===== src/pkg/updown_counter_pkg.sv =====
// updown_counter_pkg: shared types and constants for the up/down counter
// assumes a single 100 MHz clock domain with synchronous reset
package updown_counter_pkg;

  localparam int unsigned COUNT_WIDTH_DEF = 8;
  localparam int unsigned CLK_PERIOD_NS = 10;
  // count value after reset and after clear
  localparam logic [0:0] COUNT_RESET_BIT = 1'h0;

  typedef enum logic [1:0] {
    OP_HOLD = 2'h0,
    OP_UP = 2'h1,
    OP_DOWN = 2'h2,
    OP_LOAD = 2'h3
  } count_op_t;

  typedef struct packed {
    logic clear;
    logic load;
    logic count_up_enable;
    logic count_down_enable;
  } count_ctrl_t;

endpackage


===== src/loadable_updown_counter.sv =====
// loadable_updown_counter: loadable binary up/down counter, sync clear
// assumes user logic drives controls synchronously to i_clk
`timescale 1ns/1ps
// What this block does
// - width is a parameter; count, load and flags all scale with it
// - clear high at a clock edge zeroes the count, over everything else
// - during clear with zero count, all-ones reads 0, all-zeros reads 1
// - load high without clear copies load value, ignoring count enables
// - with no clear, load or enables, the count holds
// - up enable alone increments; all-ones flag set when every bit is one
// - down enable alone decrements; all-zeros flag set when all bits zero
// - the count starts at zero
module loadable_updown_counter
  import updown_counter_pkg::*;
#(
  parameter int unsigned WIDTH = COUNT_WIDTH_DEF
) (
  // clock and reset
  input wire logic i_clk,
  input wire logic i_rst,
  // controls
  input wire logic i_clear,
  input wire logic i_load,
  input wire logic i_count_up_enable,
  input wire logic i_count_down_enable,
  input wire logic [WIDTH-1:0] i_load_data,
  // count and flags
  output logic [WIDTH-1:0] o_count,
  output logic o_all_ones_flag,
  output logic o_all_zeros_flag
);

  localparam logic [WIDTH-1:0] ZERO = {WIDTH{COUNT_RESET_BIT}};
  localparam logic [WIDTH-1:0] ONE = {{(WIDTH-1){1'h0}}, 1'h1};
  localparam logic [WIDTH-1:0] ONES = '1;

  count_ctrl_t ctrl;
  count_op_t op;
  logic [WIDTH-1:0] count_q;
  logic [WIDTH-1:0] count_d;
  logic ones_q;
  logic zeros_q;

  assign ctrl = '{clear: i_clear, load: i_load,
                  count_up_enable: i_count_up_enable,
                  count_down_enable: i_count_down_enable};

  count_op_decode u_decode (
    .i_ctrl(ctrl),
    .o_op(op)
  );

  always_comb begin
    if (i_clear) begin
      count_d = ZERO;
    end else begin
      case (op)
        OP_LOAD: count_d = i_load_data;
        OP_UP: count_d = count_q + ONE;
        OP_DOWN: count_d = count_q - ONE;
        OP_HOLD: count_d = count_q;
        default: count_d = count_q;
      endcase
    end
  end

  // reset gives the zero start state; the flags track it
  always_ff @(posedge i_clk) begin
    if (i_rst) begin
      count_q <= ZERO;
    end else begin
      count_q <= count_d;
    end
  end

  // flags registered from the next count so they line up with o_count
  always_ff @(posedge i_clk) begin
    if (i_rst) begin
      ones_q <= 1'h0;
      zeros_q <= 1'h1;
    end else begin
      ones_q <= &count_d;
      zeros_q <= ~|count_d;
    end
  end

  assign o_count = count_q;
  assign o_all_ones_flag = ones_q;
  assign o_all_zeros_flag = zeros_q;

  property p_clear_zero;
    @(posedge i_clk) disable iff (i_rst)
      i_clear |=> (count_q == ZERO) && zeros_q && !ones_q;
  endproperty
  a_clear_zero: assert property (p_clear_zero)
    else $error("clear did not zero the count");

  property p_clear_flags;
    @(posedge i_clk) disable iff (i_rst)
      i_clear ##1 i_clear |-> !o_all_ones_flag && o_all_zeros_flag;
  endproperty
  a_clear_flags: assert property (p_clear_flags)
    else $error("flags wrong during clear");

  property p_load;
    @(posedge i_clk) disable iff (i_rst)
      !i_clear && i_load |=> count_q == $past(i_load_data);
  endproperty
  a_load: assert property (p_load)
    else $error("load value not taken");

  property p_hold;
    @(posedge i_clk) disable iff (i_rst)
      !i_clear && !i_load && (i_count_up_enable == i_count_down_enable)
      |=> $stable(count_q);
  endproperty
  a_hold: assert property (p_hold)
    else $error("count changed while holding");

  property p_up;
    @(posedge i_clk) disable iff (i_rst)
      !i_clear && !i_load && i_count_up_enable && !i_count_down_enable
      |=> count_q == WIDTH'($past(count_q) + ONE);
  endproperty
  a_up: assert property (p_up)
    else $error("count did not increment");

  property p_down;
    @(posedge i_clk) disable iff (i_rst)
      !i_clear && !i_load && i_count_down_enable && !i_count_up_enable
      |=> count_q == WIDTH'($past(count_q) - ONE);
  endproperty
  a_down: assert property (p_down)
    else $error("count did not decrement");

  property p_flags_track;
    @(posedge i_clk) disable iff (i_rst)
      (o_all_ones_flag == (&o_count)) && (o_all_zeros_flag == (~|o_count));
  endproperty
  a_flags_track: assert property (p_flags_track)
    else $error("terminal flags disagree with count");

  property p_wrap_up;
    @(posedge i_clk) disable iff (i_rst)
      !i_clear && !i_load && i_count_up_enable && !i_count_down_enable
      && (&count_q) ##1 1'b1 |-> count_q == ZERO;
  endproperty
  a_wrap_up: assert property (p_wrap_up)
    else $error("up count did not wrap to zero");

  property p_reset_start;
    @(posedge i_clk) i_rst |=> count_q == ZERO && o_all_zeros_flag;
  endproperty
  a_reset_start: assert property (p_reset_start)
    else $error("count not zero after reset");

  // reset must win over any control still pending from user logic
  property p_reset_over_ctrl;
    @(posedge i_clk)
      i_rst && (i_load || i_count_up_enable || i_count_down_enable)
      |=> o_count == ZERO && !o_all_ones_flag;
  endproperty
  a_reset_over_ctrl: assert property (p_reset_over_ctrl)
    else $error("control beat reset");

  property p_clear_over_load;
    @(posedge i_clk) disable iff (i_rst)
      i_clear && (i_load || i_count_up_enable || i_count_down_enable)
      |=> o_count == ZERO;
  endproperty
  a_clear_over_load: assert property (p_clear_over_load)
    else $error("clear lost to another control");

  property p_load_both;
    @(posedge i_clk) disable iff (i_rst)
      !i_clear && i_load && (i_count_up_enable || i_count_down_enable)
      |=> o_count == $past(i_load_data);
  endproperty
  a_load_both: assert property (p_load_both)
    else $error("enables disturbed a load");

  property p_load_flags;
    @(posedge i_clk) disable iff (i_rst)
      !i_clear && i_load |=> (o_all_ones_flag == (&$past(i_load_data)))
      && (o_all_zeros_flag == (~|$past(i_load_data)));
  endproperty
  a_load_flags: assert property (p_load_flags)
    else $error("flags wrong after load");

  property p_hold_flags;
    @(posedge i_clk) disable iff (i_rst)
      !i_clear && !i_load && !i_count_up_enable && !i_count_down_enable
      |=> $stable(o_all_ones_flag) && $stable(o_all_zeros_flag);
  endproperty
  a_hold_flags: assert property (p_hold_flags)
    else $error("flags moved while holding");

  property p_up_flag;
    @(posedge i_clk) disable iff (i_rst)
      !i_clear && !i_load && i_count_up_enable && !i_count_down_enable
      && (count_q == ONES - ONE) |=> o_all_ones_flag && !o_all_zeros_flag;
  endproperty
  a_up_flag: assert property (p_up_flag)
    else $error("all-ones flag not raised");

  property p_down_flag;
    @(posedge i_clk) disable iff (i_rst)
      !i_clear && !i_load && i_count_down_enable && !i_count_up_enable
      && (count_q == ONE) |=> o_all_zeros_flag && !o_all_ones_flag;
  endproperty
  a_down_flag: assert property (p_down_flag)
    else $error("all-zeros flag not raised");

  property p_wrap_down;
    @(posedge i_clk) disable iff (i_rst)
      !i_clear && !i_load && i_count_down_enable && !i_count_up_enable
      && (count_q == ZERO) |=> count_q == ONES;
  endproperty
  a_wrap_down: assert property (p_wrap_down)
    else $error("down count did not wrap to all ones");

  // the illegal pair is kept deterministic rather than flagged
  property p_both_hold;
    @(posedge i_clk) disable iff (i_rst)
      !i_clear && !i_load && i_count_up_enable && i_count_down_enable
      |=> $stable(count_q) && $stable(o_all_ones_flag);
  endproperty
  a_both_hold: assert property (p_both_hold)
    else $error("count moved with both enables high");

endmodule // loadable_updown_counter


===== src/count_op_decode.sv =====
// count_op_decode: turns the control inputs into one counter operation
// assumes controls are synchronous to the counter clock
`timescale 1ns/1ps
module count_op_decode
  import updown_counter_pkg::*;
(
  // controls
  input wire count_ctrl_t i_ctrl,
  // decoded operation
  output count_op_t o_op
);

  always_comb begin
    if (i_ctrl.load) begin
      o_op = OP_LOAD;
    end else if (i_ctrl.count_up_enable && !i_ctrl.count_down_enable) begin
      o_op = OP_UP;
    end else if (i_ctrl.count_down_enable && !i_ctrl.count_up_enable) begin
      o_op = OP_DOWN;
    end else begin
      // both low holds; both high also holds for determinism
      o_op = OP_HOLD;
    end
  end

endmodule // count_op_decode


===== config.mk =====
export PLATFORM = sky130hd
export DESIGN_NAME = loadable_updown_counter
export DESIGN_NICKNAME = d
export VERILOG_FILES = /design/src/pkg/updown_counter_pkg.sv /design/src/loadable_updown_counter.sv /design/src/count_op_decode.sv
export SDC_FILE = /design/constraint.sdc
export NUM_CORES = 1
export LEC_CHECK = 0
export BUFFER_PORTS_ARGS = -buffer_cell sky130_fd_sc_hd__buf_2
export CAP_MARGIN = 20
export CORE_AREA = 2 2 55 47
export DETAILED_ROUTE_END_ITERATION = 16
export DIE_AREA = 0 0 57 49
export MAX_ROUTING_LAYER = met4
export PLACE_DENSITY = 0.84
export SETUP_SLACK_MARGIN = 0.3
export SYNTH_ARGS = -nofsm -noshare
export SYNTH_HDL_FRONTEND = slang
export SYNTH_HIERARCHICAL = 1
export SYNTH_SLANG_ARGS = --single-unit
export TNS_END_PERCENT = 20

===== constraint.sdc =====
create_clock -name i_clk -period 5.74 [get_ports i_clk]
set_clock_uncertainty 0.1 [all_clocks]
set_input_delay 1.148 -clock i_clk [delete_from_list [all_inputs] [get_ports i_clk]]
set_output_delay 1.148 -clock i_clk [all_outputs]
set_load 0.02 [all_outputs]

Word-level counts from Yosys, hierarchy flattened
Cells that the tools add are included.
{ "word_totals": {"reg_bits": 10} }
{ "classes": {"eq_ne": 3, "mux": 5, "add_sub_neg": 2, "reduce_logical": 8} }
{ "ops": {"columns": ["cell", "count"], "rows": [
  ["$pmux W8 S4", 1],
  ["$add A8 B1 Y8 const B", 1],
  ["$mux W8", 1],
  ["$reduce_and A8 Y1", 1],
  ["$reduce_or A8 Y1", 1],
  ["$sub A8 B1 Y8 const B", 1],
  ["$mux W2", 3],
  ["$eq A2 B2 Y1 const B", 2],
  ["$logic_not A1 Y1", 3],
  ["$eq A2 B1 Y1 const B", 1],
  ["$logic_and A1 B1 Y1", 2],
  ["$logic_not A2 Y1", 1]
]} }

Longest topological paths before layout
{ "logic_depth": {"depth_word": 10, "depth_mapped": 14, "mapped_depth_nobuf": 12} }

By module
The synthesis kept the hierarchy.
{ "by_module_without_submodules": {"columns": ["module", "instances", "area_each_um2", "cells_each"], "rows": [
  ["loadable_updown_counter", 1, 1087.3, 139],
  ["count_op_decode", 1, 18.8, 3]
]} }

Least setup slack after synthesis
No wires, ideal clock.
{ "synth_timing": {"path_type": "input to register", "start": "input port i_count_up_enable", "end": "register ones_q (netlist: o_all_ones_flag)", "arrival_ps": 3643, "path_buffers": 2, "setup_slack_ps": 1909, "cell_stages": 14, "setup_time_ps": 88, "cell_sequence": "inv_1 -> o21bai_1 -> inv_1 -> ha_1 -> buf_4 -> buf_6 -> xor2_1 -> ha_1 -> and3b_1 -> o21ai_1 -> a2111oi_1 -> a211oi_1 -> or4_1 -> nor4_2"} }
{ "synth_via": {"elab_cells_between_ends": 13, "classes_between": "3 x eq/ne; 5 x mux; 5 x reduce/logical"} }
{ "synth_lines": {"columns": ["element", "line_no", "text"], "rows": [
  ["from (decl)", "loadable_updown_counter.sv:24", "input wire logic i_count_up_enable,"],
  ["$logic_and A1 B1 Y1 *", "count_op_decode.sv:16", "end else if (i_ctrl.count_up_enable && !i_ctrl.count_down_enable) begin"],
  ["$mux W2 *", "count_op_decode.sv:16", null],
  ["$mux W2 *", "count_op_decode.sv:14", "if (i_ctrl.load) begin"],
  ["net op[0]", "loadable_updown_counter.sv:38", "count_op_t op;"],
  ["$eq A2 B2 Y1, or another cell as far along", "loadable_updown_counter.sv:57", "case (op)"],
  ["$pmux W8 S4 *", "loadable_updown_counter.sv:57", null],
  ["$mux W8 *", "loadable_updown_counter.sv:54", "if (i_clear) begin"],
  ["$reduce_and A8 Y1 *", "loadable_updown_counter.sv:82", "ones_q <= &count_d;"],
  ["to (signal assigned)", "loadable_updown_counter.sv:82", null],
  ["to (decl)", "loadable_updown_counter.sv:41", "logic ones_q;"]
]} }
Mark *: on every way through the listed nets, which the timed path passes. The rest lies on a longest branch.
A chain may end at the register's enable or synchronous reset.

Worst setup path after layout
{ "layout_timing": {"start": "input port i_load", "end": "register ones_q (netlist: o_all_ones_flag)"} }
{ "layout_via": {"elab_chain_len": 5, "elab_cells_between_ends": 8, "classes_between": "3 x eq/ne; 3 x mux; 2 x reduce/logical"} }
{ "layout_lines": {"columns": ["element", "line_no", "text"], "rows": [
  ["from (decl)", "loadable_updown_counter.sv:23", "input wire logic i_load,"],
  ["$mux W2 *", "count_op_decode.sv:14", null],
  ["net op[0]", "loadable_updown_counter.sv:38", null],
  ["$eq A2 B2 Y1, or another cell as far along", "loadable_updown_counter.sv:57", null],
  ["$pmux W8 S4 *", "loadable_updown_counter.sv:57", null],
  ["$mux W8 *", "loadable_updown_counter.sv:54", null],
  ["$reduce_and A8 Y1 *", "loadable_updown_counter.sv:82", null]
]} }
Marked as above.

==> metrics <==
Max-Cap Viols 0; Area Overhead vs Synth 7.58%; Worst path most repeated cell ha_1; commonest cells after routing, fill and taps aside 23 x buf_2, 11 x inv_1, 11 x a21oi_1, 11 x nor2_1, 10 x dfxtp_1; WS Path Type input port to flop; Pre-Repair DR Iteration Count 4; largest cells by area after synthesis dfxtp_1 18%, ha_1 5.7%, a21oi_1 5.0%; share of cells above drive strength 1 20.6%; Routed WL 2500 um; first-pass GRT wire length 4370 um; status finished, final reports clean; nature of the critical path startpoint input port; Nets 176; f_max 246 MHz; Site Rows 16; top cell type's share of synthesized area 18.1%; Leak 0.548 nW; Cells after Synth 142; die width 57 um; antenna viol nets, final 0; Buf+Inv Stages, Crit Path 2; crit path from i_load; largest net degree at the start of global routing 22; synthesized area per cell 7.79 um^2; PwrDens 176 nW/um^2; fin crit period 4070 ps; CTS Sinks 10; total gr overflow 0; Setup Buffers After CTS 0; syn_nets 161; CP delay by family, top adder cells; wire per inst 13.7 um; GP Congestion 0.840; H-tree Lvls 1; CP Max Fanout 21; DIE HEIGHT 49 um; PortBufs 23; post-cts resize count 0; Ports 24; Num CTS Buffers 3; Post-synth top flop dfxtp_1; final hold violations 0; hold_buf cts 0; Post-Syn Area 1110 um^2; CP Capture Type flop; Async S/R FF share, synth 0%; Hold Crit Start o_count[0]$_SDFF_PP0_; post-synth top area cell dfxtp_1; Slew HR 48.3%; FF-to-FF Start o_count[1]$_SDFF_PP0_; number of global-route vias before repair 973; Die ar. 2790 um^2; Hold Crit Class flop to flop; Starting Density 48.5%; clk_lat worst skew 270 ps; DRT iter0 DRCs 12; commonest non-fill, non-tap cell in the layout buf_2; synth warn 6; via count 1087; CP Data Arrival Time 4140 ps; post-DP HPWL 1900 um; vias per cell 5.97; period utilisation layout 70.8%; CTS tree done; Peak supply drop 153 uV; Required @ worst endpoint 5820 ps; CTS root buf clkbuf_4; Post-synth EDFFs 0; Total GRT Usage 20.0%; Synth Register Bits 10; worst-margin pin slew 776 ps; Clock Path Buffers 2; clock transition at the registers of the reported paths 60 ps; max-slew violation count 0; delay of the slowest critical-path stage 680 ps; core area 2280 um^2; CP cell instances buf_2 > o21bai_1 > inv_1 > ha_1 > xor2_1 > ha_1 > and3b_1 > o21ai_1 > a2111oi_1 > a211oi_1 > or4_1 > nor4_2; drt drc 0; initial antenna violation count 0; Sum Neg Setup Slack 0 ps; # fillers 214; endpoints failing setup 0; RSZ-0062 raised after global routing no; Netlist cell types 49; total chip power 0.210 mW; slowest CP cell ha_1; register area share after synthesis 18.1%; Antenna diodes 0
==> power breakdown <==
group | internal (mW) | leakage [nW] | switching (mW)
clock network | 0.0241 | 0.0138 | 0.0221
registers | 0.0741 | 0.0820 | 0.00938
logic | 0.0334 | 0.452 | 0.0465
==> cells in the mapped netlist, types with 3 or more instances <==
master     n
clkbuf_1   3
xor2_1     5
and2_1     3
ha_1       5
a21oi_1   11
nor3_1     5
nor2b_1    5
a21o_1     3
nor3b_1    3
a211oi_1   5
and4_1     3
xnor2_1    3
nor2_1    11
nand2_1    4
buf_6      4
nor4_1     4
inv_1     11
buf_2      4
dfxtp_1   10
==> flip-flops by register name, summed over array words and instances, names as in the netlist <==
signal / flops
o_all_ones_flag: 1
o_count: 8
o_all_zeros_flag: 1
==> kinds of logic (layout without fill, tap and decap cells) <==
kind of cell / count (synthesis) / after routing / share of synthesized area (%)
AO/OA/AOI/OAI: 41 / 41 / 26.4
XOR/XNOR: 8 / 8 / 6.34
adder cells (fa/ha/maj): 5 / 5 / 5.66
buffers and inverters: 24 / 37 / 11.7
flip-flops: 10 / 10 / 18.1
AND/OR/NAND/NOR: 54 / 54 / 31.9
==> final timing paths <==
kind	endpoint	slack, ps	cells after the start
worst max-delay path	o_all_ones_flag$_SDFF_PP0_	1670	12
worst min-delay path	o_count[0]$_SDFF_PP0_	680	3
worst max register to register	o_all_ones_flag$_SDFF_PP0_	3100	8
worst min register to register	o_count[0]$_SDFF_PP0_	680	3
==> cell type report <==
| class | count | area [um^2] | share of cell area [%] |
|---|---|---|---|
| clock buffer | 3 | 22.5 | 1.89 |
| inverter | 11 | 41.3 | 3.47 |
| multi-input combinational | 108 | 777 | 65.3 |
| sequential | 10 | 200 | 16.8 |
| tap | 27 | 33.8 | 2.84 |
| timing repair buffer | 23 | 115 | 9.67 |
==> layer usage <==
metal  vias up  global-route usage, %  part of all wire (%)
met4         0                   8.14                   1.6
met2        25                   33.3                    51
met3         3                   1.59                   2.9
met1       510                   25.0                    45
met5         -                      -                     0
li1        549                      -                     -
==> worst min-delay path, delay by kind of cell (launching register included) <==
kind	cells	cell delay (ps)
AND/OR/NAND/NOR	2	280
flip-flops	1	380
AO/OA/AOI/OAI	1	70
==> per-stage QoR <==
stage | instances | util [%] | cell area, um^2 | setup WS [ps] | hold WS, ps
floorplan | 142 | - | 1110 | 1910 | 691
global placement | 179 | 51.2 | 1170 | 1570 | 661
detailed placement | 179 | 51.2 | 1170 | 1400 | 671
CTS | 182 | 52.1 | 1190 | 1680 | 691
global route | 182 | 52.1 | 1190 | 1440 | 749
finish | 182 | 52.1 | 1190 | 1670 | 680
Power figures use the tool's default switching activity.
